--- config.mk ---
export PLATFORM = sky130hd
export DESIGN_NAME = hmcd_top
export DESIGN_NICKNAME = d
export VERILOG_FILES = /design/src/design/hmcd_pkg.sv /design/src/design/hmcd_sync.sv /design/src/design/hmcd_top.sv
export SDC_FILE = /design/constraint.sdc
export NUM_CORES = 1
export LEC_CHECK = 0
export ABC_AREA = 1
export BUFFER_PORTS_ARGS = -buffer_cell sky130_fd_sc_hd__buf_2
export CORE_MARGIN = 2
export CORE_UTILIZATION = 51
export CTS_BUF_LIST = sky130_fd_sc_hd__clkbuf_2 sky130_fd_sc_hd__clkbuf_4 sky130_fd_sc_hd__clkbuf_8
export DETAILED_ROUTE_END_ITERATION = 6
export HOLD_SLACK_MARGIN = 0.02
export PLACE_DENSITY_LB_ADDON = 0.15
export SLEW_MARGIN = 5
export SYNTH_ARGS = -nofsm -noshare
export SYNTH_HDL_FRONTEND = slang
export SYNTH_SLANG_ARGS = --single-unit
--- constraint.sdc ---
create_clock -name clk -period 2.7 [get_ports clk]
set_clock_uncertainty 0.2 [all_clocks]
set_input_delay 0.54 -clock clk [delete_from_list [all_inputs] [get_ports clk]]
set_output_delay 0.54 -clock clk [all_outputs]
set_load 0.005 [all_outputs]
--- src/design/hmcd_pkg.sv ---
// constants and types for the hardware-mode pin configuration decoder
//
// Summary of operation
// [RULE_01] ch2 pattern: normal, ones, prbs, powerdown
// [RULE_02] each receiver powers down on high input
// [RULE_03] jitter select: off, rx broad, rx/tx narrow
// [RULE_04] jitter pins ignored outside hardware mode
// [RULE_05] monitor gain low 0dB, high 26dB
// [RULE_06] termination low internal, high external network
// [RULE_07] ch2 pulse input picks template and impedance
// [RULE_08] reset pin low over 100ns resets device
// [RULE_09] six address bits carry register address
// [RULE_10] data pins driven by device on reads
// [RULE_11] two mode pins choose control interface
// [RULE_12] pins synchronised, settings applied after reset
`default_nettype none
package hmcd_pkg;

    typedef enum logic [1:0] {IF_HW, IF_SERIAL, IF_PAR_A, IF_PAR_B} hmcd_if_t;

    // clock and reset qualification timing
    localparam int CLK_PERIOD_NS = 50;
    localparam int RST_MIN_NS = 100;
    localparam int RST_QUAL_CYC = (RST_MIN_NS + CLK_PERIOD_NS - 1) / CLK_PERIOD_NS;
    localparam int RST_CNT_W = 3;

    // synchronised pin vector layout
    localparam int PIN_W = 14;
    localparam int PIN_PATT_LO = 0;
    localparam int PIN_PATT_HI = 1;
    localparam int PIN_RX_POWERDOWN_CH1 = 2;
    localparam int PIN_RX_POWERDOWN_CH2 = 3;
    localparam int PIN_JA_LO = 4;
    localparam int PIN_JA_HI = 5;
    localparam int PIN_MONITOR_GAIN_SEL_CH1 = 6;
    localparam int PIN_MONITOR_GAIN_SEL_CH2 = 7;
    localparam int PIN_TERMINATION_SEL_CH1 = 8;
    localparam int PIN_TERMINATION_SEL_CH2 = 9;
    localparam int PIN_PULSE_TEMPLATE_SEL_CH2 = 10;
    localparam int PIN_MODE_LO = 11;
    localparam int PIN_MODE_HI = 12;
    localparam int PIN_RST_N = 13;
    localparam logic [PIN_W-1:0] PIN_SYNC_RST = 14'h0000;

    // register port
    localparam int ADDR_W = 6;
    localparam int DATA_W = 8;
    localparam logic [ADDR_W-1:0] REG_CFG_A = 6'h00;
    localparam logic [ADDR_W-1:0] REG_CFG_B = 6'h01;
    localparam logic [ADDR_W-1:0] REG_STATUS = 6'h02;
    localparam logic [ADDR_W-1:0] REG_EFF_A = 6'h03;
    localparam logic [ADDR_W-1:0] REG_EFF_B = 6'h04;

    // configuration word: cfg_a in [7:0], cfg_b in [10:8]
    localparam int CFG_W = 11;
    localparam int CF_PATT = 0;
    localparam int CF_RX_POWERDOWN_CH1 = 2;
    localparam int CF_RX_POWERDOWN_CH2 = 3;
    localparam int CF_JA = 4;
    localparam int CF_MONITOR_GAIN_SEL_CH1 = 6;
    localparam int CF_MONITOR_GAIN_SEL_CH2 = 7;
    localparam int CF_TERMINATION_SEL_CH1 = 8;
    localparam int CF_TERMINATION_SEL_CH2 = 9;
    localparam int CF_PULSE_TEMPLATE_SEL_CH2 = 10;
    localparam logic [CFG_W-1:0] CFG_RST = 11'h000;

    // field encodings
    localparam logic [1:0] PATT_NORMAL = 2'h0;
    localparam logic [1:0] PATT_ONES = 2'h1;
    localparam logic [1:0] PATT_PRBS = 2'h2;
    localparam logic [1:0] PATT_TXPD = 2'h3;
    localparam logic [1:0] JA_OFF = 2'h0;
    localparam logic [1:0] JA_RX_BROAD = 2'h1;
    localparam logic [1:0] JA_RX_NARROW = 2'h2;
    localparam logic [1:0] JA_TX_NARROW = 2'h3;
    // pulse select level that means 120 ohm; arbitrary polarity choice
    localparam logic PULS_120_LEVEL = 1'b1;

endpackage : hmcd_pkg
`default_nettype wire

--- src/design/hmcd_sync.sv ---
// two-flop synchroniser for the static configuration pins
`default_nettype none
module hmcd_sync
    import hmcd_pkg::*;
(
    input wire logic clk, // master clock
    input wire logic rst, // async reset
    input wire logic [hmcd_pkg::PIN_W-1:0] pin_in, // raw pins
    output logic [hmcd_pkg::PIN_W-1:0] pin_sync // synchronised pins
);
    logic [PIN_W-1:0] meta_ff;
    logic [PIN_W-1:0] sync_ff;

    // [RULE_12] pin synchronisation
    always_ff @(posedge clk or posedge rst)
    begin
        if (rst)
        begin
            meta_ff <= PIN_SYNC_RST;
            sync_ff <= PIN_SYNC_RST;
        end
        else
        begin
            meta_ff <= pin_in;
            sync_ff <= meta_ff;
        end
    end

    assign pin_sync = sync_ff;

endmodule // hmcd_sync
`default_nettype wire

--- src/design/hmcd_top.sv ---
// hardware-mode configuration pin decoder with parallel register port
//
// Design decisions made here: strobed register access and the register addresses.
`default_nettype none
module hmcd_top
    import hmcd_pkg::*;
(
    input wire logic clk, // master clock, 20 MHz
    input wire logic rst, // async power-on reset, active high
    input wire logic hw_reset_n, // hardware reset pin, active low
    input wire logic ctrl_if_sel_hi, // control mode select bit 1
    input wire logic ctrl_if_sel_lo, // control mode select bit 0
    input wire logic tx_pattern_sel_ch2_hi, // ch2 pattern bit 1
    input wire logic tx_pattern_sel_ch2_lo, // ch2 pattern bit 0
    input wire logic rx_powerdown_ch1, // receiver 1 power down
    input wire logic rx_powerdown_ch2, // receiver 2 power down
    input wire logic jitter_atten_sel_hi, // jitter select bit 1
    input wire logic jitter_atten_sel_lo, // jitter select bit 0
    input wire logic monitor_gain_sel_ch1, // ch1 monitor gain
    input wire logic monitor_gain_sel_ch2, // ch2 monitor gain
    input wire logic termination_sel_ch1, // ch1 matching network
    input wire logic termination_sel_ch2, // ch2 matching network
    input wire logic pulse_template_sel_ch2, // ch2 template/impedance
    input wire logic [hmcd_pkg::ADDR_W-1:0] addr, // register address
    input wire logic [hmcd_pkg::DATA_W-1:0] data_in, // data pins, input side
    input wire logic wr_stb, // write strobe
    input wire logic rd_stb, // read strobe
    output logic [hmcd_pkg::DATA_W-1:0] data_out, // data pins, output side
    output logic data_oe, // data pins driven by device
    output logic dev_in_reset, // device held in reset
    output logic [1:0] ctrl_if_mode, // active control interface
    output logic tx_normal_ch2, // ch2 sends normal data
    output logic tx_all_ones_ch2, // ch2 sends all ones
    output logic tx_prbs_ch2, // ch2 sends prbs
    output logic tx_powerdown_ch2, // ch2 transmitter powered down
    output logic rx_pd_ch1, // receiver 1 powered down
    output logic rx_pd_ch2, // receiver 2 powered down
    output logic ja_enable, // jitter attenuator in use
    output logic ja_in_tx, // attenuator in transmit path
    output logic ja_narrow_bw, // narrow bandwidth selected
    output logic ja_fifo_128, // 128-bit fifo, else 64-bit
    output logic mon_gain_26db_ch1, // ch1 monitor gain 26dB
    output logic mon_gain_26db_ch2, // ch2 monitor gain 26dB
    output logic ext_match_ch1, // ch1 external matching network
    output logic ext_match_ch2, // ch2 external matching network
    output logic imp_120_ch2 // ch2 120 ohm template, else 75 ohm
);
    import hmcd_pkg::*;

    logic [PIN_W-1:0] pin_raw;
    logic [PIN_W-1:0] pin_s;
    logic [RST_CNT_W-1:0] low_cnt_ff;
    logic [RST_CNT_W-1:0] nxt_low_cnt;
    logic in_reset_ff;
    logic nxt_in_reset;
    hmcd_if_t mode_ff;
    hmcd_if_t nxt_mode;
    logic [7:0] cfg_a_ff;
    logic [2:0] cfg_b_ff;
    logic [CFG_W-1:0] eff_ff;
    logic [CFG_W-1:0] nxt_eff;
    logic [CFG_W-1:0] pin_cfg;
    logic [CFG_W-1:0] sw_cfg;
    logic [DATA_W-1:0] rd_data_ff;
    logic [DATA_W-1:0] nxt_rd_data;
    logic rd_oe_ff;
    logic mode_is_hw;
    logic mode_is_par;
    logic reg_wr;
    logic reg_rd;
    logic hw_rst_low;
    logic rst_qualified;
    logic [1:0] patt;
    logic [1:0] ja;

    // pin vector order is fixed in the package so sync and decode agree
    assign pin_raw[PIN_PATT_LO] = tx_pattern_sel_ch2_lo;
    assign pin_raw[PIN_PATT_HI] = tx_pattern_sel_ch2_hi;
    assign pin_raw[PIN_RX_POWERDOWN_CH1] = rx_powerdown_ch1;
    assign pin_raw[PIN_RX_POWERDOWN_CH2] = rx_powerdown_ch2;
    assign pin_raw[PIN_JA_LO] = jitter_atten_sel_lo;
    assign pin_raw[PIN_JA_HI] = jitter_atten_sel_hi;
    assign pin_raw[PIN_MONITOR_GAIN_SEL_CH1] = monitor_gain_sel_ch1;
    assign pin_raw[PIN_MONITOR_GAIN_SEL_CH2] = monitor_gain_sel_ch2;
    assign pin_raw[PIN_TERMINATION_SEL_CH1] = termination_sel_ch1;
    assign pin_raw[PIN_TERMINATION_SEL_CH2] = termination_sel_ch2;
    assign pin_raw[PIN_PULSE_TEMPLATE_SEL_CH2] = pulse_template_sel_ch2;
    assign pin_raw[PIN_MODE_LO] = ctrl_if_sel_lo;
    assign pin_raw[PIN_MODE_HI] = ctrl_if_sel_hi;
    assign pin_raw[PIN_RST_N] = hw_reset_n;

    // [RULE_12] every pin through two flops
    hmcd_sync u_sync (
        .clk(clk),
        .rst(rst),
        .pin_in(pin_raw),
        .pin_sync(pin_s)
    );

    // reset pin qualification: a glitch of 100ns or less is ignored
    // trade-off: qualifying on synced samples costs two cycles of latency
    assign hw_rst_low = ~pin_s[PIN_RST_N];
    assign rst_qualified = hw_rst_low && (low_cnt_ff == RST_CNT_W'(RST_QUAL_CYC));

    always_comb
    begin
        nxt_low_cnt = low_cnt_ff;
        nxt_in_reset = in_reset_ff;
        if (!hw_rst_low)
        begin
            nxt_low_cnt = '0;
            nxt_in_reset = 1'b0;
        end
        else if (rst_qualified)
        begin
            nxt_in_reset = 1'b1;
        end
        else
        begin
            nxt_low_cnt = low_cnt_ff + RST_CNT_W'(1);
        end
    end

    // [RULE_08] reset after low longer than 100ns
    always_ff @(posedge clk or posedge rst)
    begin
        if (rst)
        begin
            low_cnt_ff <= '0;
            in_reset_ff <= 1'b1;
        end
        else
        begin
            low_cnt_ff <= nxt_low_cnt;
            in_reset_ff <= nxt_in_reset;
        end
    end

    // mode pins are straps; a change mid-run is simply decoded again
    // [RULE_11] control interface decode
    always_comb
    begin
        case ({pin_s[PIN_MODE_HI], pin_s[PIN_MODE_LO]})
            2'h0: nxt_mode = IF_HW;
            2'h1: nxt_mode = IF_SERIAL;
            2'h2: nxt_mode = IF_PAR_A;
            default: nxt_mode = IF_PAR_B;
        endcase
    end

    always_ff @(posedge clk or posedge rst)
    begin
        if (rst)
            mode_ff <= IF_HW;
        else
            mode_ff <= nxt_mode;
    end

    assign mode_is_hw = (mode_ff == IF_HW);
    assign mode_is_par = (mode_ff == IF_PAR_A) || (mode_ff == IF_PAR_B);

    // [RULE_09] address only honoured in parallel modes
    assign reg_wr = wr_stb && mode_is_par && !in_reset_ff;
    assign reg_rd = rd_stb && mode_is_par && !in_reset_ff;

    // software configuration registers, cleared by the hardware reset too
    // writes during reset are dropped so the host cannot race the clear
    always_ff @(posedge clk or posedge rst)
    begin
        if (rst)
        begin
            cfg_a_ff <= CFG_RST[7:0];
            cfg_b_ff <= CFG_RST[10:8];
        end
        else if (in_reset_ff)
        begin
            cfg_a_ff <= CFG_RST[7:0];
            cfg_b_ff <= CFG_RST[10:8];
        end
        else if (reg_wr && addr == REG_CFG_A)
            cfg_a_ff <= data_in;
        else if (reg_wr && addr == REG_CFG_B)
            cfg_b_ff <= data_in[2:0];
    end

    assign sw_cfg = {cfg_b_ff, cfg_a_ff};

    // pin-derived configuration, same layout as the register word
    assign pin_cfg[CF_PATT+1:CF_PATT] = {pin_s[PIN_PATT_HI], pin_s[PIN_PATT_LO]};
    assign pin_cfg[CF_RX_POWERDOWN_CH1] = pin_s[PIN_RX_POWERDOWN_CH1];
    assign pin_cfg[CF_RX_POWERDOWN_CH2] = pin_s[PIN_RX_POWERDOWN_CH2];
    assign pin_cfg[CF_JA+1:CF_JA] = {pin_s[PIN_JA_HI], pin_s[PIN_JA_LO]};
    assign pin_cfg[CF_MONITOR_GAIN_SEL_CH1] = pin_s[PIN_MONITOR_GAIN_SEL_CH1];
    assign pin_cfg[CF_MONITOR_GAIN_SEL_CH2] = pin_s[PIN_MONITOR_GAIN_SEL_CH2];
    assign pin_cfg[CF_TERMINATION_SEL_CH1] = pin_s[PIN_TERMINATION_SEL_CH1];
    assign pin_cfg[CF_TERMINATION_SEL_CH2] = pin_s[PIN_TERMINATION_SEL_CH2];
    assign pin_cfg[CF_PULSE_TEMPLATE_SEL_CH2] = pin_s[PIN_PULSE_TEMPLATE_SEL_CH2];

    // hazard: a mode change swaps the source in one cycle, no blending
    // [RULE_04] jitter pins unused in software mode
    // serial mode keeps the register word; its own port lives elsewhere
    assign nxt_eff = mode_is_hw ? pin_cfg : sw_cfg;

    // [RULE_12] settings held at defaults during reset
    always_ff @(posedge clk or posedge rst)
    begin
        if (rst)
            eff_ff <= CFG_RST;
        else if (in_reset_ff)
            eff_ff <= CFG_RST;
        else
            eff_ff <= nxt_eff;
    end

    assign patt = eff_ff[CF_PATT+1:CF_PATT];
    assign ja = eff_ff[CF_JA+1:CF_JA];

    // readback: unmapped addresses read zero
    // status shows the registered mode, i.e. what the decode really uses
    always_comb
    begin
        nxt_rd_data = '0;
        if (addr == REG_CFG_A)
            nxt_rd_data = cfg_a_ff;
        else if (addr == REG_CFG_B)
            nxt_rd_data = {5'h00, cfg_b_ff};
        else if (addr == REG_STATUS)
            nxt_rd_data = {5'h00, ja_enable, mode_ff};
        else if (addr == REG_EFF_A)
            nxt_rd_data = eff_ff[7:0];
        else if (addr == REG_EFF_B)
            nxt_rd_data = {5'h00, eff_ff[10:8]};
    end

    // data_out idles at zero so a late host latch picks up nothing stale
    // [RULE_10] drive data pins for one cycle on read
    always_ff @(posedge clk or posedge rst)
    begin
        if (rst)
        begin
            rd_data_ff <= '0;
            rd_oe_ff <= 1'b0;
        end
        else
        begin
            rd_data_ff <= reg_rd ? nxt_rd_data : 8'h00;
            rd_oe_ff <= reg_rd;
        end
    end

    // decoded outputs, each registered
    // one flop stage keeps the pins glitch free while the decode settles
    // narrow bandwidth and deep fifo coincide today, kept apart for the analog side
    always_ff @(posedge clk or posedge rst)
    begin
        if (rst)
        begin
            tx_normal_ch2 <= 1'b1;
            tx_all_ones_ch2 <= 1'b0;
            tx_prbs_ch2 <= 1'b0;
            tx_powerdown_ch2 <= 1'b0;
            rx_pd_ch1 <= 1'b0;
            rx_pd_ch2 <= 1'b0;
            ja_enable <= 1'b0;
            ja_in_tx <= 1'b0;
            ja_narrow_bw <= 1'b0;
            ja_fifo_128 <= 1'b0;
            mon_gain_26db_ch1 <= 1'b0;
            mon_gain_26db_ch2 <= 1'b0;
            ext_match_ch1 <= 1'b0;
            ext_match_ch2 <= 1'b0;
            imp_120_ch2 <= ~PULS_120_LEVEL;
        end
        else
        begin
            // [RULE_01] pattern decode
            tx_normal_ch2 <= (patt == PATT_NORMAL);
            tx_all_ones_ch2 <= (patt == PATT_ONES);
            tx_prbs_ch2 <= (patt == PATT_PRBS);
            tx_powerdown_ch2 <= (patt == PATT_TXPD);
            // [RULE_02] receiver power down
            rx_pd_ch1 <= eff_ff[CF_RX_POWERDOWN_CH1];
            rx_pd_ch2 <= eff_ff[CF_RX_POWERDOWN_CH2];
            // [RULE_03] attenuator position and depth
            ja_enable <= (ja != JA_OFF);
            ja_in_tx <= (ja == JA_TX_NARROW);
            ja_narrow_bw <= (ja == JA_RX_NARROW) || (ja == JA_TX_NARROW);
            ja_fifo_128 <= (ja == JA_RX_NARROW) || (ja == JA_TX_NARROW);
            // [RULE_05] monitor gain select
            mon_gain_26db_ch1 <= eff_ff[CF_MONITOR_GAIN_SEL_CH1];
            mon_gain_26db_ch2 <= eff_ff[CF_MONITOR_GAIN_SEL_CH2];
            // [RULE_06] matching network select
            ext_match_ch1 <= eff_ff[CF_TERMINATION_SEL_CH1];
            ext_match_ch2 <= eff_ff[CF_TERMINATION_SEL_CH2];
            // [RULE_07] template and impedance together
            imp_120_ch2 <= (eff_ff[CF_PULSE_TEMPLATE_SEL_CH2] == PULS_120_LEVEL);
        end
    end

    assign data_out = rd_data_ff;
    assign data_oe = rd_oe_ff;
    assign dev_in_reset = in_reset_ff;
    assign ctrl_if_mode = mode_ff;

endmodule // hmcd_top
`default_nettype wire
# Word-level counts from Yosys, hierarchy flattened
# Cells that the tools add are included.
# totals
ff_bits,79
latch_bits,0
ram_bits,0
mem_bits_ro,0
in_bits,32
wordCells,79
n_memories,0
# classes
n_addsub,1
mul,0
div,0
n_lt_le_gt_ge,0
eq_ne,16
shifts,0
n_mux,18
bitwise,1
n_reduce_logical,19
# op_table
cell,n
$mux 8,7
$mux 11,2
$mux 3,6
$eq 2x2->1 const B,7
$eq 6x2->1 const B,2
$reduce_bool 2->1,4
$logic_and 1x1->1,7
$eq 6x1->1 const B,1
$eq 6x3->1 const B,1
$logic_not 2->1,3
$logic_not 6->1,1
$pmux 2 s3,1
$eq 2x1->1 const B,2
$add 3x1->3 const B,1
$eq 3x2->1 const B,1
$logic_or 1x1->1,2
$mux 1,2
$ne 2x1->1 const B,1
$ne 2x2->1 const B,1
$reduce_and 2->1,1
$logic_not 1->1,1
$not 1->1,1

# Depth between registers and ports, before layout
# Gate-level depths: netlist of the first run.
# depth
depth_word,8
depth_mapped,8
ltp_nobuf,7

# Modules after synthesis
# Synthesis of the first run repeated with hierarchy kept, for this count alone.
# hier_totals
cells_unflattened,242
hier_area_um2,2793.9
# modules_own_cells
module,n_inst,cells_each,area_per_inst_um2,seq_area_each_um2
hmcd_top,1,213,2089.5,1278.7
hmcd_sync,1,29,704.4,700.7

# Worst setup path after synthesis of the first run
# OpenSTA, ideal clock, no wires.
# synth_timing
path_type,in2reg
startpoint,input addr[5] (netlist name)
endpoint,register cfg_a_ff[3]
setup_time_ns,0.119
arrival_time_ns,1.249
path_slack_ns,1.132
path_stages,7
n_path_buf,1
cell_sequence,nor2_4 nand3_4 clkinv_2 nand3_4 buf_6 nand3_1 o21ai_2
# synth_between
elab_chain_len,3
# synth_lines
item,line,text
from (decl),hmcd_top.sv:24,"input wire logic [hmcd_pkg::ADDR_W-1:0] addr,"
$logic_not 6->1,hmcd_top.sv:180,else if (reg_wr && addr == REG_CFG_A)
$logic_and 1x1->1,hmcd_top.sv:180,
$reduce_bool 2->1 (no source line),n/a,
to (signal assigned),hmcd_top.sv:172,cfg_a_ff <= CFG_RST[7:0];
to (signal assigned),hmcd_top.sv:177,cfg_a_ff <= CFG_RST[7:0];
to (signal assigned),hmcd_top.sv:181,cfg_a_ff <= data_in;
to (decl),hmcd_top.sv:58,logic [7:0] cfg_a_ff;
# No other way between the ends.
# A chain may end at the register's enable or synchronous reset.

# Final worst setup path of the first run
# layout_timing
startpoint,"register mode_ff[1], in the netlist ctrl_if_mode[1]"
endpoint,register eff_ff[2]
# layout_between
elab_chain_len,3
# layout_lines
item,line,text
from (decl),hmcd_top.sv:56,hmcd_if_t mode_ff;
from (signal assigned),hmcd_top.sv:156,mode_ff <= nxt_mode;
$logic_not 2->1,hmcd_top.sv:159,assign mode_is_hw = (mode_ff == IF_HW);
$mux 11,hmcd_top.sv:202,assign nxt_eff = mode_is_hw ? pin_cfg : sw_cfg;
$mux 11,hmcd_top.sv:209,else if (in_reset_ff)
to (signal assigned),hmcd_top.sv:212,eff_ff <= nxt_eff;
to (decl),hmcd_top.sv:60,logic [CFG_W-1:0] eff_ff;
# No other way between the ends.

==> results of run 1 <==
## cell families after synthesis
family / count (synthesis) / share of synthesized area, %
buffers and inverters: 36 / 5.777
DFF: 79 / 69.23
xor gates and xnor gates: 1 / 0.3064
adders and majority gates: 2 / 0.8751
AOI/OAI and AO/OA: 36 / 6.958
and+or+nand+nor: 96 / 16.85
## metrics by stage
stage / instances / setup WS [ns]
finish: 386 / 0.9267
global route: 386 / 0.7587
CTS: 386 / 0.9262
detailed placement: 370 / 0.8060
global placement: 370 / 0.8549
floorplan: 250 / 1.066
## final cells by class
class	count	area share, %
clock inverter	5	2.336
clock buffer	11	4.416
inverter	24	2.774
tap	72	2.628
sequential	79	57.74
timing repair buffer	60	9.270
multi-input combinational	135	20.84
## registers in the layout (all words and copies together), names as in the netlist, 2 cells and up
name / count
u_sync.pin_sync: 14
cfg_a_ff: 8
data_out: 8
u_sync.meta_ff: 14
cfg_b_ff: 3
ctrl_if_mode: 2
eff_ff: 11
low_cnt_ff: 3
## layout by cell type, fill, tap and decap left out
| master | Yosys | layout |
|---|---|---|
| a21oi_1 | 9 | 9 |
| buf_12 | 0 | 1 |
| buf_2 | 2 | 58 |
| buf_4 | 1 | 1 |
| bufinv_16 | 0 | 2 |
| clkbuf_8 | 0 | 11 |
| clkinv_1 | 1 | 1 |
| clkinv_2 | 1 | 2 |
| clkinvlp_4 | 0 | 3 |
| dfrtp_1 | 77 | 77 |
| dfstp_2 | 2 | 2 |
| ha_1 | 2 | 2 |
| inv_1 | 22 | 21 |
| nand2_1 | 25 | 25 |
| nand3_1 | 22 | 22 |
| nand3_2 | 2 | 2 |
| nand3_4 | 2 | 2 |
| nand3b_1 | 3 | 3 |
| nand4_1 | 4 | 4 |
| nor2_1 | 33 | 33 |
| nor2_4 | 4 | 4 |
| o21ai_0 | 19 | 19 |
| o21ai_1 | 3 | 3 |
| o21ai_2 | 5 | 5 |
| or2_2 | 1 | 1 |
| xnor2_1 | 1 | 1 |
## routing by layer
metal  global-route usage, %  vias up  share of wire [%]
met3                   4.432        8                5.7
met4                   11.55        0                2.1
met2                   25.81       58                 46
met1                   23.33      833                 47
met5                       0        -                  0
li1                        -      912                  -
## report_power, final
part / switching (mW) / internal, mW / total (mW) / leakage, nW
logic: 0.170 / 0.107 / 0.278 / 0.617
clock network: 0.403 / 0.569 / 0.972 / 0.112
registers: 0.0598 / 1.30 / 1.36 / 1.00
total: 0.633 / 1.97 / 2.61 / 1.73
## worst max-delay path: stages (launching register included)
cell and delay [ns]:
dfrtp_1 0.43, nor2_1 0.43, inv_1 0.32, o21ai_0 0.22, a21oi_1 0.05
## worst paths after layout
path / slack, ns / from / end / cells past startpoint
min in group clk: 0.10 / tx_pattern_sel_ch2_hi / u_sync.meta_ff[1] / 1
max in group asynchronous: 1.57 / rst / tx_normal_ch2 / 3
max: 0.93 / ctrl_if_mode[1] / eff_ff[2] / 4
min reg2reg: 0.15 / u_sync.pin_sync[12] / ctrl_if_mode[1] / 0
max reg2reg: 0.93 / ctrl_if_mode[1] / eff_ff[2] / 4
min: 0.06 / rst / eff_ff[3] / 2
==> impl_metrics.csv, run 1 <==
group,metric,value,unit
grt,grt_pass1_vias,1792,
finish,ff_latch_area,0.001979,mm2
timing,fmax,563.9,MHz
timing,rsz0062_at_grt,"false",
synth,synth_flop_cell,"dfrtp_1",
clocking,worstSkewPairLatency,0.34,ns
detailed_routing,drt_iter0_markers,87,
finish,drive_gt1_share,29.94,%
synth,synth_top_cell_area_share,67.40,%
detailed_routing,firstDrtPassIters,4,
detailed_routing,post-route-drc-count,0,
synth,synth_nets,284,
synth,synthTopCellsByArea,"dfrtp_1, nor2_1, nand3_1",
timing,finalMaxSlewViolations,0,
power_and_ir_drop,p_total,2.607,mW
run,cap_viol_max_count,0,
timing,fin_crit_sh,65.68,%
power_and_ir_drop,power_density,760.4,mW/mm2
synth,synth_edf_count,0,
critical_path,start_kind,"flip-flop",
floorplan,initial_core_util,52.24,%
floorplan,core_region_area,0.005473,mm2
clocking,holdBufCountCts,0,
place,routabilityCongestion,0.7939,
grt,track_usage,17.59,%
hold_path,hold_path_class,"input pin to async pin",
clocking,cts_setup_buffers,0,
floorplan,ios,59,
clocking,cts_sinks,79,
clocking,cts_root_buf,"clkbuf_8",
synth,yosysMostFrequentCell,"dfrtp_1",
clocking,path_clk_slew,0.08,ns
synth,netlist_area,0.002859,mm2
timing,fin_crit,1.773,ns
grt,antenna_found_initial,0,
finish,multi_input_area,714.4,um2
synth,postSynthAreaPerCell,11.44,um2
detailed_routing,dr_total_vias,1811,
place,dp_hpwl,3320,um
finish,antenna_cells,0,
synth,yosysSeqAreaShare,69.23,%
synth,yosys.area.top_type,"dfrtp_1",
place,dpl_cell_area,0.003197,mm2
timing,tightest_slew,0.5906,ns
finish,post-route-util,62.64,%
clocking,post_cts_resize_count,0,
critical_path,worst_ep_required_time,2.72,ns
finish,design_area,0.003428,mm2
finish,syn2layout_area_growth,19.91,%
clocking,cts_tree,"done",
timing,hold_viol_final,0,
synth,synth_cell_types,24,
grt,grt_pass1_wl,8128,um
detailed_routing,routedWlPerCell,12.30,um
timing,hold_slack,0.05590,ns
clocking,cts_buffer_depth,2,
synth,synthCells,250,
place,numPortBuffers,58,
floorplan,rows,27,
critical_path,cp.arrival,1.80,ns
grt,grt_overflow,0,
floorplan,die_h,78.87,um
grt,grt_max_degree,54,
synth,synth_seq_cells,79,
floorplan,dieWidth,78.87,um
critical_path,cp-end-kind,"flip-flop",
clocking,cts_buffers,9,
floorplan,dieArea,0.006220,mm2
synth,synth_commonest_cells,"dfrtp_1, nor2_1, nand2_1",
detailed_routing,viasPerCell,4.692,
timing,maxSlewHeadroom,60.55,%
finish,final_nets,343,
synth,async_flop_share,100.0,%
finish,fillerInstances,469,
status,status,"finished, final reports clean",
detailed_routing,ant_nets,0,
timing,finalSetupViolCount,0,
timing,fin_tns_setup,0,ns
detailed_routing,drt_wl_total,4747,um
critical_path,worstPathMaxFanout,12,
power_and_ir_drop,p_leak,1.732,nW
clocking,htreeDepth,3,
synth,yosys_warnings,0,
power_and_ir_drop,ir_drop,0.4290,mV
critical_path,path_class,"flip-flop to flip-flop",
Note: power is estimated with default switching activity, not from simulation.
==> inputs of run 2 (changes only) <==
Settings changed: CORE_UTILIZATION 51 to 56.
Clock period 2.7 ns to 1.68 ns, I/O delays scaled along.
==> run 2 against run 1 <==
Combinational power up 73%. Sequential share of layout area decreased by 3.0 points. Wire length up 4.8%. Critical path depth is 3 lower. Global-route usage grew 2.6 points. Setup slack got worse by 0.80 ns. Largest cell class unchanged. Highest routed layer unchanged.
==> impl_metrics.csv, run 2 (synthesized netlist as in run 1, its figures left out) <==
group,metric,value,unit
power_and_ir_drop,power_density,1181,mW/mm2
floorplan,die_h,75.45,um
floorplan,core_region_area,0.005010,mm2
critical_path,worstPathMaxFanout,3,
status,status,"finished, final reports clean",
timing,fin_crit,1.549,ns
clocking,cts_root_buf,"clkbuf_8",
power_and_ir_drop,p_leak,1.822,nW
place,routabilityCongestion,0.8177,
clocking,htreeDepth,3,
detailed_routing,drt_iter0_markers,145,
grt,grt_pass1_vias,1793,
place,numPortBuffers,58,
detailed_routing,drt_wl_total,4977,um
finish,drive_gt1_share,29.43,%
clocking,path_clk_slew,0.08,ns
floorplan,ios,59,
timing,worst_slack,0.1312,ns
finish,antenna_cells,0,
detailed_routing,dr_total_vias,1933,
critical_path,worst_ep_required_time,1.14,ns
place,dp_hpwl,3256,um
run,cap_viol_max_count,0,
critical_path,slowest_delay,0.56,ns
critical_path,cp-end-kind,"output pin",
floorplan,dieWidth,75.45,um
grt,grt_max_degree,80,
timing,fin_crit_sh,92.19,%
critical_path,cp_slowest_cell,"dfstp_2",
critical_path,cp_top_family,"flip-flops",
finish,ff_latch_area,0.001979,mm2
timing,tightest_slew,0.3903,ns
clocking,cts_buffers,9,
hold_path,hold_path_class,"input pin to flip-flop",
clocking,cts_buffer_depth,2,
clocking,cts_sinks,79,
finish,fillerInstances,379,
critical_path,cp.arrival,1.01,ns
timing,fmax,645.7,MHz
detailed_routing,viasPerCell,4.797,
floorplan,initial_core_util,57.07,%
detailed_routing,firstDrtPassIters,4,
critical_path,start_kind,"flip-flop",
clocking,worstSkewPairLatency,0.34,ns
timing,hold_viol_final,0,
critical_path,path_cells,"buf_2",
timing,finalSetupViolCount,0,
finish,final_common_cell,"dfrtp_1",
timing,fin_tns_setup,0,ns
clocking,cts_tree,"done",
detailed_routing,routedWlPerCell,12.35,um
floorplan,rows,26,
detailed_routing,ant_nets,0,
detailed_routing,post-route-drc-count,0,
place,place_ws,0.1026,ns
timing,maxSlewHeadroom,73.98,%
critical_path,cp_num_buf_inv,1,
finish,multi_input_area,714.4,um2
timing,finalMaxSlewViolations,0,
finish,syn2layout_area_growth,26.48,%
finish,final_nets,362,
timing,rsz0062_at_grt,"false",
power_and_ir_drop,ir_drop,0.8026,mV
critical_path,path_class,"flip-flop to output pin",
grt,track_usage,20.16,%
grt,antenna_found_initial,0,
finish,layout_common_cells,"dfrtp_1, buf_2, nor2_1",
grt,grt_overflow,0,
floorplan,dieArea,0.005693,mm2
grt,grt_pass1_wl,8293,um
[run 2: cell count changes in the layout (fill, tap and decap cells not counted)]
cell           before  now
clkinv_4            0    1
clkinvlp_4          3    2
clkinv_2            2    1
dlygate4sd3_1       0   15
clkbuf_8           11   12
buf_4               1    5
[run 2: area by class of cell]
type	instances	area share, %
Clock inverter	4	2.111
Inverter	24	2.630
Tap cell	70	2.422
Timing Repair Buffer	79	13.77
Sequential cell	79	54.74
Clock buffer	12	4.567
Multi-Input combinational cell	135	19.76
[run 2: worst paths after layout]
path	slack (ns)	start	depth (start not counted)	endpoint
setup reg to reg	0.26	dev_in_reset	5	data_out[1]
hold / removal	0.04	data_in[1]	3	cfg_b_ff[1]
hold reg to reg	0.15	u_sync.meta_ff[10]	0	u_sync.pin_sync[10]
max in group asynchronous	0.50	rst	4	tx_normal_ch2
min in group asynchronous	0.45	rst	4	u_sync.meta_ff[13]
setup / recovery	0.13	dev_in_reset	1	dev_in_reset
[run 2: stage by stage]
stage	hold WS, ns	area, um2	power (mW)	utilization [%]	instances
6_report	0.04051	3616	4.271	72.18	403
3_5_place_dp	0.1347	3224	2.679	64.36	372
3_3_place_gp	0.1316	3224	2.658	64.36	372
2_1_floorplan	0.1312	2863	2.488	-	250
5_1_grt	0.02741	3616	4.493	72.18	403
4_1_cts	0.02624	3616	4.314	72.18	403
[run 2: layer usage]
metal	global-route usage, %	routed length (um)	up-vias
li1	-	-	959
met1	27.39	2160	883
met2	29.95	2318	73
met3	5.556	337	18
met4	10.53	161	0
met5	0	0	-
[run 2: power breakdown]
| part | switching (mW) | total (mW) | internal [mW] |
|---|---|---|---|
| registers | 0.0995 | 2.19 | 2.09 |
| logic | 0.280 | 0.481 | 0.201 |
| clock network | 0.644 | 1.60 | 0.960 |
| total | 1.02 | 4.27 | 3.25 |
[run 2: repair_timing]
item,CTS,global route
setup endpoints to repair,0,0
buffers inserted,0,0
hold buffers,15,0
hold endpoints to repair,91,0
resized for setup,0,0
